$ cat config.mk
export PLATFORM = sky130hd
export DESIGN_NAME = svm_ctrl
export DESIGN_NICKNAME = d
export VERILOG_FILES = /design/src/svm_pkg.sv /design/src/svm_sync.sv /design/src/svm_chan.sv /design/src/svm_ctrl.sv
export SDC_FILE = /design/constraint.sdc
export NUM_CORES = 1
export LEC_CHECK = 0
export ABC_AREA = 1
export BUFFER_PORTS_ARGS = -buffer_cell sky130_fd_sc_hd__clkbuf_2
export CORE_UTILIZATION = 47
export CTS_BUF_LIST = sky130_fd_sc_hd__clkbuf_16
export CTS_CLUSTER_SIZE = 14
export DETAILED_ROUTE_END_ITERATION = 16
export PLACE_DENSITY = 0.75
export SETUP_SLACK_MARGIN = 0.4
export SLEW_MARGIN = 20
export SYNTH_ARGS = -nofsm -noshare
export SYNTH_HDL_FRONTEND = slang
export SYNTH_SLANG_ARGS = --single-unit
$ cat constraint.sdc
create_clock -name aclk -period 1.5 [get_ports aclk]
set_input_delay 0.225 -clock aclk [delete_from_list [all_inputs] [get_ports aclk]]
set_output_delay 0.225 -clock aclk [all_outputs]
set_load 0.01 [all_outputs]
$ cat src/svm_pkg.sv
package svm_pkg;

   // ----------------------------------------------------------------
   // geometry
   // ----------------------------------------------------------------
   localparam int          CHAN_N    = 2;
   localparam int          ADDR_W    = 16;
   localparam int          DATA_W    = 32;

   // ----------------------------------------------------------------
   // register map: printed offsets are indices, bus address is 4x
   // ----------------------------------------------------------------
   localparam logic [15:0] FLAG_IDX  = 16'h0FC6;
   localparam logic [15:0] CTRL_IDX  = 16'h0FC7;
   localparam logic [15:0] FLAG_ADDR = {FLAG_IDX[13:0], 2'h0};
   localparam logic [15:0] CTRL_ADDR = {CTRL_IDX[13:0], 2'h0};

   // monitor_enable_action_ctrl fields, per channel at stride 2
   localparam int          CTRL_STRIDE  = 2;
   localparam int          CTRL_ON_POS  = 0;
   localparam int          CTRL_ACT_POS = 1;
   localparam int          CTRL_SPARE_LSB = 4;
   localparam int          CTRL_W       = 6;
   localparam logic [5:0]  CTRL_RST     = 6'h00;

   // monitor_level_flag_reg fields, per channel at stride 4
   localparam int          FLAG_STRIDE   = 4;
   localparam int          FLAG_LVL_LSB  = 0;
   localparam int          FLAG_LIVE_POS = 2;
   localparam int          FLAG_STICKY_POS = 3;
   localparam logic [3:0]  LVL_RST       = 4'h8;

   // ----------------------------------------------------------------
   // bus answers
   // ----------------------------------------------------------------
   localparam logic [1:0]  RESP_OKAY   = 2'h0;
   localparam logic [1:0]  RESP_SLVERR = 2'h2;

   // ----------------------------------------------------------------
   // carriers
   // ----------------------------------------------------------------
   typedef struct packed {
      logic on;
      logic act;
      logic lowpower;
      logic clr_sticky;
   } svm_chan_ctl_t;

   typedef struct packed {
      logic sticky;
      logic live;
      logic irq;
      logic rst;
   } svm_chan_stat_t;

   // ----------------------------------------------------------------
   // state records
   // ----------------------------------------------------------------
   typedef struct packed {
      logic [CHAN_N-1:0] stage1;
      logic [CHAN_N-1:0] stage2;
   } svm_sync_st_t;

   localparam svm_sync_st_t SYNC_RST = '{stage1: 2'h0, stage2: 2'h0};

   typedef struct packed {
      logic below_d;
      logic on_d;
      logic pend_irq;
      logic pend_det;
      logic sticky;
      logic live;
      logic irq;
      logic rst;
   } svm_chan_st_t;

   localparam svm_chan_st_t CHAN_RST = '0;

   typedef struct packed {
      logic              awready;
      logic              wready;
      logic              aw_full;
      logic              w_full;
      logic [15:0]       awaddr;
      logic [31:0]       wdata;
      logic [3:0]        wstrb;
      logic              bvalid;
      logic [1:0]        bresp;
      logic              arready;
      logic              rvalid;
      logic [31:0]       rdata;
      logic [1:0]        rresp;
      logic [5:0]        ctrl;
      logic [3:0]        lvl;
      logic              irq;
      logic              rst;
   } svm_top_st_t;

endpackage

$ cat src/svm_sync.sv
`timescale 1ns/1ns

module svm_sync (
   input  wire logic                       aclk,
   input  wire logic                       aresetn,
   input  wire logic [svm_pkg::CHAN_N-1:0] async_in,
   output logic      [svm_pkg::CHAN_N-1:0] sync_out
);
   import svm_pkg::*;

   svm_sync_st_t r;
   svm_sync_st_t next_r;

   // the first stage feeds only the second; nothing else looks at it
   always_comb begin
      next_r        = r;
      next_r.stage1 = async_in;
      next_r.stage2 = r.stage1;
   end

   always_ff @(posedge aclk) begin
      if (!aresetn) begin
         r <= SYNC_RST;
      end else begin
         r <= next_r;
      end
   end

   assign sync_out = r.stage2;

endmodule

$ cat src/svm_chan.sv
`timescale 1ns/1ns

module svm_chan (
   input  wire logic                    aclk,
   input  wire logic                    aresetn,
   input  wire logic                    below,
   input  svm_pkg::svm_chan_ctl_t       ctl,
   output svm_pkg::svm_chan_stat_t      stat
);
   import svm_pkg::*;

   svm_chan_st_t r;
   svm_chan_st_t next_r;
   logic         det;
   logic         req;

   always_comb begin
      next_r = r;
      // a live detection only counts while monitoring is on
      det = ctl.on & below;
      // either crossing, or switching on while already low
      req = ~ctl.act & ((ctl.on & (below != r.below_d)) | (det & ~r.on_d));
      next_r.below_d = below;
      next_r.on_d    = ctl.on;
      next_r.irq     = 1'b0;
      // reset request ignores low power: it must stand while low
      next_r.rst     = det & ctl.act;
      if (ctl.lowpower) begin
         // hold flags and requests until the chip is back awake
         next_r.pend_irq = r.pend_irq | req;
         next_r.pend_det = r.pend_det | det;
         next_r.sticky   = r.sticky & ~ctl.clr_sticky;
      end else begin
         next_r.irq      = req | r.pend_irq;
         next_r.pend_irq = 1'b0;
         next_r.pend_det = 1'b0;
         // live and sticky move on the same edge, so no skew at all
         next_r.live     = det;
         // set wins over a coincident clear
         next_r.sticky   = (r.sticky & ~ctl.clr_sticky) | det | r.pend_det;
      end
   end

   always_ff @(posedge aclk) begin
      if (!aresetn) begin
         r <= CHAN_RST;
      end else begin
         r <= next_r;
      end
   end

   assign stat.sticky = r.sticky;
   assign stat.live   = r.live;
   assign stat.irq    = r.irq;
   assign stat.rst    = r.rst;

endmodule

$ cat src/svm_ctrl.sv
// The implementer's own choice: register access over AXI4-Lite.
`timescale 1ns/1ns

// Function
// - control bits 7:6 read zero; bit map
// - control cleared only by power-on/external reset
// - enable bit turns channel on, resets zero
// - enabling while low fires request at once
// - action bit: zero interrupt, one reset
// - interrupt action pulses on threshold crossings
// - low-power detections request after mode exit
// - reset held while supply stays low
// - sticky flag set on detection, kept
// - sticky cleared only by software zero-write; aresetn also clears it
// - live flag follows comparator, no latching
// - low-power detections update flags after wake
// - live and sticky set on the same edge, no skew
// - armed reset channel re-fires after reset
// - detection beats coincident sticky clear
// - writing one to sticky does nothing
module svm_ctrl (
   input  wire logic                          aclk,
   input  wire logic                          aresetn,
   input  wire logic [svm_pkg::ADDR_W-1:0]    s_axi_awaddr,
   input  wire logic [2:0]                    s_axi_awprot,
   input  wire logic                          s_axi_awvalid,
   output logic                               s_axi_awready,
   input  wire logic [svm_pkg::DATA_W-1:0]    s_axi_wdata,
   input  wire logic [3:0]                    s_axi_wstrb,
   input  wire logic                          s_axi_wvalid,
   output logic                               s_axi_wready,
   output logic [1:0]                         s_axi_bresp,
   output logic                               s_axi_bvalid,
   input  wire logic                          s_axi_bready,
   input  wire logic [svm_pkg::ADDR_W-1:0]    s_axi_araddr,
   input  wire logic [2:0]                    s_axi_arprot,
   input  wire logic                          s_axi_arvalid,
   output logic                               s_axi_arready,
   output logic [svm_pkg::DATA_W-1:0]         s_axi_rdata,
   output logic [1:0]                         s_axi_rresp,
   output logic                               s_axi_rvalid,
   input  wire logic                          s_axi_rready,
   input  wire logic [svm_pkg::CHAN_N-1:0]    supply_below,
   input  wire logic                          lowpower_active,
   output logic [svm_pkg::CHAN_N-1:0]         chan_monitor_on,
   output logic [2*svm_pkg::CHAN_N-1:0]       chan_threshold_sel,
   output logic                               supply_low_irq,
   output logic                               monitor_reset
);
   import svm_pkg::*;

   // ----------------------------------------------------------------
   // decoding shared by the read and write paths
   // ----------------------------------------------------------------
   function automatic logic reg_hit(input logic [15:0] addr,
                                    input logic [15:0] base);
      reg_hit = (addr[15:2] == base[15:2]);
   endfunction

   svm_top_st_t                r;
   svm_top_st_t                next_r;
   logic [CHAN_N-1:0]          below_sync;
   svm_chan_ctl_t              ctl  [CHAN_N];
   svm_chan_stat_t             stat [CHAN_N];
   logic [CHAN_N-1:0]          clr;
   logic [CHAN_N-1:0]          any_irq;
   logic [CHAN_N-1:0]          any_rst;
   logic                       do_wr;
   logic                       wr_ctrl;
   logic                       wr_flag;
   logic [7:0]                 flag_view;

   // ----------------------------------------------------------------
   // comparator inputs
   // ----------------------------------------------------------------
   svm_sync u_sync (
      .aclk     (aclk),
      .aresetn  (aresetn),
      .async_in (supply_below),
      .sync_out (below_sync)
   );

   // ----------------------------------------------------------------
   // channels
   // ----------------------------------------------------------------
   for (genvar i = 0; i < CHAN_N; i++) begin : g_chan
      assign ctl[i].on         = r.ctrl[CTRL_STRIDE*i+CTRL_ON_POS];
      assign ctl[i].act        = r.ctrl[CTRL_STRIDE*i+CTRL_ACT_POS];
      assign ctl[i].lowpower   = lowpower_active;
      assign ctl[i].clr_sticky = clr[i];
      assign any_irq[i]        = stat[i].irq;
      assign any_rst[i]        = stat[i].rst;

      svm_chan u_chan (
         .aclk    (aclk),
         .aresetn (aresetn),
         .below   (below_sync[i]),
         .ctl     (ctl[i]),
         .stat    (stat[i])
      );
   end

   // ----------------------------------------------------------------
   // read view of the level and flag register
   // ----------------------------------------------------------------
   always_comb begin
      flag_view = '0;
      for (int i = 0; i < CHAN_N; i++) begin
         flag_view[FLAG_STRIDE*i+FLAG_LVL_LSB +: 2] = r.lvl[2*i +: 2];
         flag_view[FLAG_STRIDE*i+FLAG_LIVE_POS]     = stat[i].live;
         flag_view[FLAG_STRIDE*i+FLAG_STICKY_POS]   = stat[i].sticky;
      end
   end

   // ----------------------------------------------------------------
   // write strobes
   // ----------------------------------------------------------------
   always_comb begin
      do_wr   = r.aw_full & r.w_full & ~r.bvalid;
      wr_ctrl = do_wr & r.wstrb[0] & reg_hit(r.awaddr, CTRL_ADDR);
      wr_flag = do_wr & r.wstrb[0] & reg_hit(r.awaddr, FLAG_ADDR);
      for (int i = 0; i < CHAN_N; i++) begin
         // only a written zero clears; a one leaves the flag alone
         clr[i] = wr_flag & ~r.wdata[FLAG_STRIDE*i+FLAG_STICKY_POS];
      end
   end

   // ----------------------------------------------------------------
   // next state: bus slave, registers, outputs
   // ----------------------------------------------------------------
   always_comb begin
      next_r = r;

      if (s_axi_awvalid && r.awready) begin
         next_r.awready = 1'b0;
         next_r.aw_full = 1'b1;
         next_r.awaddr  = s_axi_awaddr;
      end
      if (s_axi_wvalid && r.wready) begin
         next_r.wready  = 1'b0;
         next_r.w_full  = 1'b1;
         next_r.wdata   = s_axi_wdata;
         next_r.wstrb   = s_axi_wstrb;
      end

      if (do_wr) begin
         next_r.aw_full = 1'b0;
         next_r.w_full  = 1'b0;
         next_r.bvalid  = 1'b1;
         if (reg_hit(r.awaddr, CTRL_ADDR) || reg_hit(r.awaddr, FLAG_ADDR)) begin
            next_r.bresp = RESP_OKAY;
         end else begin
            next_r.bresp = RESP_SLVERR;
         end
      end
      if (wr_ctrl) begin
         // bits 5:4 are kept as written so software sees its zeros back
         next_r.ctrl = r.wdata[CTRL_W-1:0];
      end
      if (wr_flag) begin
         for (int i = 0; i < CHAN_N; i++) begin
            next_r.lvl[2*i +: 2] = r.wdata[FLAG_STRIDE*i+FLAG_LVL_LSB +: 2];
         end
      end

      // one write in flight: take the next only after the answer
      if (r.bvalid && s_axi_bready) begin
         next_r.bvalid  = 1'b0;
         next_r.awready = 1'b1;
         next_r.wready  = 1'b1;
      end

      if (s_axi_arvalid && r.arready) begin
         next_r.arready = 1'b0;
         next_r.rvalid  = 1'b1;
         next_r.rdata   = '0;
         next_r.rresp   = RESP_OKAY;
         if (reg_hit(s_axi_araddr, CTRL_ADDR)) begin
            // top two bits always read back zero
            next_r.rdata[CTRL_W-1:0] = r.ctrl;
         end else if (reg_hit(s_axi_araddr, FLAG_ADDR)) begin
            next_r.rdata[7:0] = flag_view;
         end else begin
            next_r.rresp = RESP_SLVERR;
         end
      end
      if (r.rvalid && s_axi_rready) begin
         next_r.rvalid  = 1'b0;
         next_r.arready = 1'b1;
      end

      next_r.irq = |any_irq;
      // a monitor reset never reaches aresetn, so control survives it
      next_r.rst = |any_rst;
   end

   // ----------------------------------------------------------------
   // state register: only power-on or external reset clears it
   // ----------------------------------------------------------------
   always_ff @(posedge aclk) begin
      if (!aresetn) begin
         r         <= '0;
         r.awready <= 1'b1;
         r.wready  <= 1'b1;
         r.arready <= 1'b1;
         r.ctrl    <= CTRL_RST;
         r.lvl     <= LVL_RST;
      end else begin
         r <= next_r;
      end
   end

   // ----------------------------------------------------------------
   // outputs, all straight from the state register
   // ----------------------------------------------------------------
   assign s_axi_awready = r.awready;
   assign s_axi_wready  = r.wready;
   assign s_axi_bvalid  = r.bvalid;
   assign s_axi_bresp   = r.bresp;
   assign s_axi_arready = r.arready;
   assign s_axi_rvalid  = r.rvalid;
   assign s_axi_rdata   = r.rdata;
   assign s_axi_rresp   = r.rresp;
   assign supply_low_irq = r.irq;
   assign monitor_reset  = r.rst;
   assign chan_threshold_sel = r.lvl;

   always_comb begin
      for (int i = 0; i < CHAN_N; i++) begin
         chan_monitor_on[i] = r.ctrl[CTRL_STRIDE*i+CTRL_ON_POS];
      end
   end

endmodule

==> results.tsv, run 1 <==
metric	value	unit
Final Max Tran Viols	0	
Max VDD drop	761	uV
DRC	0	
routed wire length	6150	um
CTS buffer count	9	
HPWL after DPL	4110	um
Sw Share	0.232	
CTS root buffer	clkbuf_16	
minimum clock period	1.29	ns
largest net degree at the start of global routing	40	
clk sinks	71	
die area	6830	um2
Max-Cap Viols	0	
placed cell area	3270	um2
CP arrival	1.51	ns
Max Root-Sink Buffers	2	
worst-path maximum fanout	7	
clock transition at the registers of the reported paths	0.06	ns
clk_lat worst skew	0.33	ns
# hold bufs at CTS	0	
CP Depth	8	
Clock power frac	0.480	
f_max	774	MHz
CP peak stage delay	0.33	ns
H-tree depth	3	
leading register cell type out of synthesis	dfxtp_1	
critical path launch point	r[94]	
antenna-violating nets left	0	
crit path kind	reg -> reg	
final hold vios	0	
pwr dens	1200	nW/um2
Setup crit end	ctl[6]	
top cell type's share of synthesized area	0.465	
Critical path buffers and inverters	1	
Area Overhead vs Synth	26.6	%
Hold Crit Class	in -> reg	
CP Launch Type	flop	
Power Internal	3.58	mW
Core Area	6310	um2
fin area	3870	um2
final core utilization	0.613	
Mapped Cells	400	
die height	82.6	um
leading area contributor after synthesis	dfxtp_1	
Seq pwr share	0.436	
Port Buffers	68	
CTS tree	yes	
dpl cells	520	
required time of the critical path	1.72	ns
sequential share of the synthesized area	0.465	
RSZ-0062 raised after global routing	true	
CP endpoint kind	flop	
layout cell share with drive strength beyond 1	0.347	
first-pass GRT wire length	9670	um
Switch Pwr	1.08	mW
Diodes inserted	0	
GRT overflow	0	
I/O pin cnt	133	
RR Endpoint	ctl[6]	
Ys Warns	0	
number of synthesized flops with an enable pin	0	
Vias/cell	4.81	
overall die width	82.6	um
Lkg Pwr	1.82	nW
FF-to-FF path depth	8	
TNS Setup	0	ns
Synth top cells by count	dfxtp_1 (71), nand2_1 (71), nor2_1 (52), buf_4 (44), nand3_1 (30)	
cell area after synthesis	3060	um2
GRT Total Usage	0.191	
top cell family by delay on the critical path	simple AND/OR/NAND/NOR gates	
critical-path cell list	nor2_4, nand3_4, inv_2, nand2_2, nor2_4, nand2_4, nand2_1, a21oi_2	
Post-synth ARST share	0	
synth top area cells	dfxtp_1 (47%), buf_4 (11%), nand2_1 (8.7%)	
final setup violation count	0	
initial core utilization	0.484	
nets	555	
routability cong.	0.765	
Cell Rows	29	
worst r2r src	r[94]	
final period utilization	0.861	
First-pass DRT Iterations	4	
Iteration-0 DRC Markers	151	
highest-delay cell along the critical path	dfxtp_2	
Mean Syn Cell Area	7.64	um2
Non-Filler Instances	553	
via count	2660	
drt wl/cell	11.1	um
synth unique cells	24	
outcome	completed	
cell mode on critical path	nor2_4	
vias in the first global route	2293	
Worst Skew	0.00503	ns
combinational fraction of design power	0.084	
initial antenna violation count	0	
#FFs+latches synth	71	
Reg2Reg Setup Slack	0.21	ns
-- kinds of logic after synthesis --
kind of cell	count (synthesis)	share of synthesized area
and+or+nand+nor	179	0.266
buffers and inverters	88	0.163
DFF	71	0.465
AOI/OAI and AO/OA	61	0.105
other	1	0.00123
-- worst min-delay path: stages --
cell and delay (ns):
clkbuf_2 0.07, nand2_1 0.04, inv_1 0.04
-- power by group through the flow --
stage / logic [mW] / registers [mW] / clock network (mW)
4_1_cts: 0.372 / 2.03 / 2.27
3_3_place_gp: 0.333 / 2.06 / 0
6_report: 0.389 / 2.03 / 2.24
5_1_grt: 0.450 / 2.04 / 2.36
3_5_place_dp: 0.342 / 2.06 / 0
2_1_floorplan: 0.277 / 2.05 / 0
-- worst min-delay path by stage --
| stage | startpoint | cells after the start | end | slack [ns] |
|---|---|---|---|---|
| after floorplan | supply_below[0] | 2 | u_sync.next_r[0] | 0.32 |
| after global placement | u_sync.next_r[0] | 2 | u_sync.sync_out[0] | 0.39 |
| after detailed placement | u_sync.next_r[0] | 2 | u_sync.sync_out[0] | 0.40 |
| after CTS | supply_below[0] | 3 | u_sync.next_r[0] | 0.07 |
| after global routing | supply_below[0] | 3 | u_sync.next_r[0] | 0.09 |
| final | supply_below[0] | 3 | u_sync.next_r[0] | 0.08 |
-- sequential cells by signal, summed over array words and instances, names as in the netlist, 2 cells and up --
name	count
g_chan.u_chan.stat	8
ctl	2
u_sync.next_r	2
s_axi_rdata	8
r	26
chan_threshold_sel	4
u_sync.sync_out	2
chan_monitor_on	2
g_chan.u_chan.r	8
-- metal layers --
metal  track usage  wire length (um)
met5             0                 0
met4        0.0828                78
met3        0.0505               392
met2         0.309              2920
met1         0.237              2770
-- area by class of cell --
cell class,count,area [um2]
Clock buffer,9,225
Clock inverter,7,95.1
Fill cell,525,2440
Inverter,33,124
Multi-Input combinational cell,266,1360
Sequential cell,71,1450
Tap cell,77,96.3
Timing Repair Buffer,90,520
-- what timing repair did --
item | CTS | global route
setup endpoints to repair | 14 | 33
gates resized for setup | 21 | 32
pin swaps | 11 | 12
gates cloned | 0 | 0
buffers inserted | 8 | 9
-- layout by cell type (no fill, tap or decap), types with 2 or more instances in the layout --
cell type,n
clkbuf_2,68
nand2_1,61
dfxtp_1,55
nor2_1,49
a21oi_1,27
o21ai_0,27
inv_1,26
nand3_1,26
conb_1,26
buf_4,18
dfxtp_2,11
nand2_2,9
clkbuf_16,9
inv_2,7
nor2_4,7
nand4_1,7
dfxtp_4,5
nand3_2,4
buf_6,4
nand2_4,3
nor2_2,3
nand3_4,3
o21a_1,2
nor3_1,2
or2_2,2
a21oi_2,2
clkinv_2,2
bufinv_16,2
-- through the flow --
step	total power, mW	hold slack [ns]	setup WS, ns
2_1_floorplan	2.33	0.323	0.374
3_3_place_gp	2.39	0.394	0.264
3_5_place_dp	2.40	0.400	0.237
4_1_cts	4.67	0.0726	0.304
5_1_grt	4.85	0.0875	0.145
6_report	4.66	0.0789	0.209
(Power assumes the default switching activity.)
==> run 2, diff against run 1 <==
CELL_PAD_IN_SITES_DETAIL_PLACEMENT = 0   (was default)
CELL_PAD_IN_SITES_GLOBAL_PLACEMENT = 2   (was default)
CORE_UTILIZATION = 25   (was 47)
==> results.tsv, run 2 (synthesis results as in run 1) <==
metric	value	unit
Max Root-Sink Buffers	2	
RSZ-0062 raised after global routing	true	
outcome	completed	
most frequent cells in the layout	clkbuf_2 (67), nand2_1 (65), dfxtp_1 (59)	
pre-CTS WS	0.184	ns
overall die width	113	um
crit path kind	reg -> reg	
Final Max Tran Viols	0	
Power Internal	3.74	mW
initial antenna violation count	0	
final setup violation count	0	
final hold vios	0	
CTS root buffer	clkbuf_16	
clock transition at the registers of the reported paths	0.06	ns
fin area	3870	um2
Hold Crit Class	in -> reg	
Core Area	12000	um2
antenna-violating nets left	0	
f_max	774	MHz
CP endpoint kind	flop	
worst-path maximum fanout	7	
Iteration-0 DRC Markers	74	
Port Buffers	68	
combinational fraction of design power	0.079	
vias in the first global route	2478	
Max-Cap Viols	0	
TNS Setup	0	ns
Worst Skew	0.00927	ns
required time of the critical path	1.71	ns
H-tree depth	3	
highest-delay cell along the critical path	dfxtp_2	
Sw Share	0.226	
clk sinks	71	
Clock power frac	0.502	
I/O pin cnt	133	
layout cell share with drive strength beyond 1	0.308	
commonest non-fill, non-tap cell in the layout	clkbuf_2	
Switch Pwr	1.09	mW
GRT overflow	0	
# hold bufs at CTS	0	
Biggest register	r	
CP Launch Type	flop	
max reg flops	26	
die area	12700	um2
pwr dens	1250	nW/um2
Diodes inserted	0	
Max VDD drop	459	uV
clk_lat worst skew	0.33	ns
First-pass DRT Iterations	4	
fillers	1282	
CTS tree	yes	
Cell Rows	40	
Lkg Pwr	1.74	nW
CTS buffer count	9	
initial core utilization	0.256	
minimum clock period	1.29	ns
Area Overhead vs Synth	26.6	%
largest net degree at the start of global routing	40	
die height	113	um
cell mode on critical path	nor2_4	
placed cell area	3370	um2
drt wl/cell	11.0	um
GRT Total Usage	0.116	
final core utilization	0.323	
hold_ws	0.0863	ns
HPWL after DPL	5000	um
via count	2553	
nets	544	
final setup margin	0.208	ns
Vias/cell	4.17	
CP arrival	1.51	ns
first-pass GRT wire length	11500	um
DRC	0	
routed wire length	6740	um
CP peak stage delay	0.33	ns
Seq pwr share	0.419	
final period utilization	0.861	
routability cong.	0.707	
critical-path cell list	nor2_4, nand3_4, inv_2, nand2_2, nor2_4, nand2_4, nand2_1, a21oi_1	
## run 2: changes by cell type in the layout (fill, tap and decap cells not counted), moves of 3 or more
cell     change
buf_4        -8
buf_6        -4
dfxtp_1      +4
nand2_1      +4
dfxtp_4      -3
## run 2: worst paths after layout
check	startpoint	endpoint	slack, ns	cells past startpoint
max	r[94]	r[10]	0.21	8
min	supply_below[1]	u_sync.next_r[1]	0.09	3
max reg2reg	r[94]	r[10]	0.21	8
min reg2reg	u_sync.next_r[0]	u_sync.sync_out[0]	0.41	2
## run 2: layout make-up
cell class | instances | area, um2 | share of cell area
sequential | 71 | 1440 | 0.373
clock inverter | 7 | 119 | 0.0307
timing repair buffer | 79 | 450 | 0.116
multi-input combinational | 266 | 1330 | 0.342
tap | 147 | 184 | 0.0475
inverter | 33 | 124 | 0.0320
clock buffer | 9 | 225 | 0.0582
## run 2: power by group through the flow
stage	clock, mW	combinational [mW]	sequential [mW]
global placement	0	0.353	2.06
floorplan	0	0.277	2.05
finish	2.42	0.383	2.03
detailed placement	0	0.360	2.06
CTS	2.50	0.384	2.02
global route	2.58	0.442	2.04
## run 2: critical path: cells and delay by family (launching register included)
family	cells	cell delay [ns]
flip-flops	1	0.33
AO/OA/AOI/OAI	1	0.06
buffers and inverters	1	0.06
AND/OR/NAND/NOR	6	0.72
## run 2: routing by layer
layer | part of all wire | routed length, um | GRT usage
met1 | 0.49 | 3330 | 0.149
met2 | 0.44 | 2980 | 0.181
met3 | 0.047 | 320 | 0.0216
met4 | 0.016 | 111 | 0.0667
met5 | 0 | 0 | 0
## run 2: timing repair
item | 4_1_cts | 5_1_grt
pin swaps | 11 | 7
resized for setup | 19 | 18
gates cloned | 0 | 0
buffers inserted | 6 | 0
endpoints found under the setup margin | 21 | 26
## run 2: stage by stage
step                total power, mW  instances
floorplan                      2.33        425
detailed placement             2.42        590
CTS                            4.90        612
global placement               2.41        590
global route                   5.06        612
finish                         4.83        612
==> run 3, diff against run 2 <==
CAP_MARGIN = 25   (was default)
CORE_UTILIZATION = 27   (was 25)
PLACE_DENSITY = 0.8   (was 0.75)
clock period = 1.54 ns   (was 1.5 ns; I/O delays follow)
==> results.tsv, run 3 (synthesis results as in run 1) <==
metric	value	unit
Area Overhead vs Synth	24.9	%
Max-Cap Viols	0	
CTS root buffer	clkbuf_16	
Final Max Tran Viols	0	
I/O pin cnt	133	
CP arrival	1.46	ns
nets	546	
Worst Skew	0.00458	ns
minimum clock period	1.24	ns
Diodes inserted	0	
TNS Setup	0	ns
outcome	completed	
first-pass GRT wire length	11000	um
H-tree depth	3	
clk sinks	71	
clock transition at the registers of the reported paths	0.06	ns
die area	11800	um2
# hold bufs at CTS	0	
met3 usage	0.0350	
Vias/cell	4.14	
final hold vios	0	
Lkg Pwr	1.74	nW
crit path kind	reg -> reg	
f_max	806	MHz
GRT overflow	0	
Final Total Pwr	4.49	mW
vias in the first global route	2435	
initial core utilization	0.280	
overall die width	108	um
Cell Rows	38	
M1 GR Usage	0.148	
final period utilization	0.805	
Hold Crit Class	in -> reg	
Biggest register	r	
Port Buffers	68	
CP endpoint kind	flop	
via count	2514	
First-pass DRT Iterations	4	
Iteration-0 DRC Markers	64	
RSZ-0062 raised after global routing	true	
hold_ws	0.0826	ns
CP Launch Type	flop	
GRT Total Usage	0.122	
antenna-violating nets left	0	
worst-path maximum fanout	7	
routability cong.	0.731	
commonest non-fill, non-tap cell in the layout	clkbuf_2	
initial antenna violation count	0	
HPWL after DPL	5010	um
drt wl/cell	10.8	um
busiest grt layer	met2	
dpl cells	584	
Non-Filler Instances	607	
DRC	0	
most frequent cells in the layout	clkbuf_2 (68), dfxtp_1 (63), nand2_1 (62)	
CTS buffer count	9	
Max Root-Sink Buffers	2	
die height	108	um
clk_lat worst skew	0.33	ns
Max VDD drop	421	uV
largest net degree at the start of global routing	26	
CTS tree	yes	
final setup violation count	0	
GRT met2 Usage	0.199	
fillers	1175	
max reg flops	26	
Core Area	10900	um2
pwr dens	1180	nW/um2
routed wire length	6550	um
layout cell share with drive strength beyond 1	0.306	
required time of the critical path	1.76	ns
run 3: final timing paths:
kind         slack (ns)              from            endpoint  cells after the start
max reg2reg        0.30             r[93]               r[10]                      8
min reg2reg        0.41  u_sync.next_r[0]  u_sync.sync_out[0]                      2
max                0.30             r[93]               r[10]                      8
min                0.08   supply_below[0]    u_sync.next_r[0]                      3
run 3: critical path: stages (launching register included):
cell	delay [ns]
dfxtp_2	0.33
nor2_4	0.13
nand3_2	0.09
inv_2	0.07
nand2_2	0.07
nor2_4	0.20
nand2_4	0.12
nand2_2	0.09
a21oi_2	0.05
run 3: metrics by stage:
step	area, um2	setup slack, ns	util
after detailed placement	3340	0.202	0.305
after global routing	3820	0.207	0.349
final	3820	0.300	0.349
after global placement	3340	0.208	0.305
after floorplan	3150	0.413	-
after CTS	3740	0.311	0.342
run 3: layout make-up:
| class | count | area, um2 | share of cell area |
|---|---|---|---|
| clock inverters | 7 | 88.8 | 0.0233 |
| repair buffers | 81 | 450 | 0.118 |
| multi-input cells | 266 | 1320 | 0.345 |
| clock buffers | 9 | 225 | 0.0590 |
| flip-flops and latches | 71 | 1430 | 0.376 |
| inverters | 33 | 128 | 0.0334 |
| well taps | 140 | 175 | 0.0459 |
run 3: timing repair:
action                                  4_1_cts  5_1_grt
buffers inserted                              4        3
pin swaps                                     7       10
endpoints found under the setup margin       15       23
endpoints found under the hold margin         0        0
resized for setup                            17       17
run 3: routing by layer:
metal | part of all wire | vias up | routed length, um
met5 | 0 | - | 0
met2 | 0.45 | 65 | 2950
li1 | - | 1345 | -
met1 | 0.48 | 1097 | 3170
met3 | 0.050 | 7 | 328
met4 | 0.015 | 0 | 101
run 3: power breakdown:
group / leakage [nW] / internal [mW] / switching [mW]
sequential: 0.583 / 1.92 / 0.0525
combinational: 0.999 / 0.144 / 0.226
clock: 0.153 / 1.40 / 0.745
total: 1.74 / 3.46 / 1.02
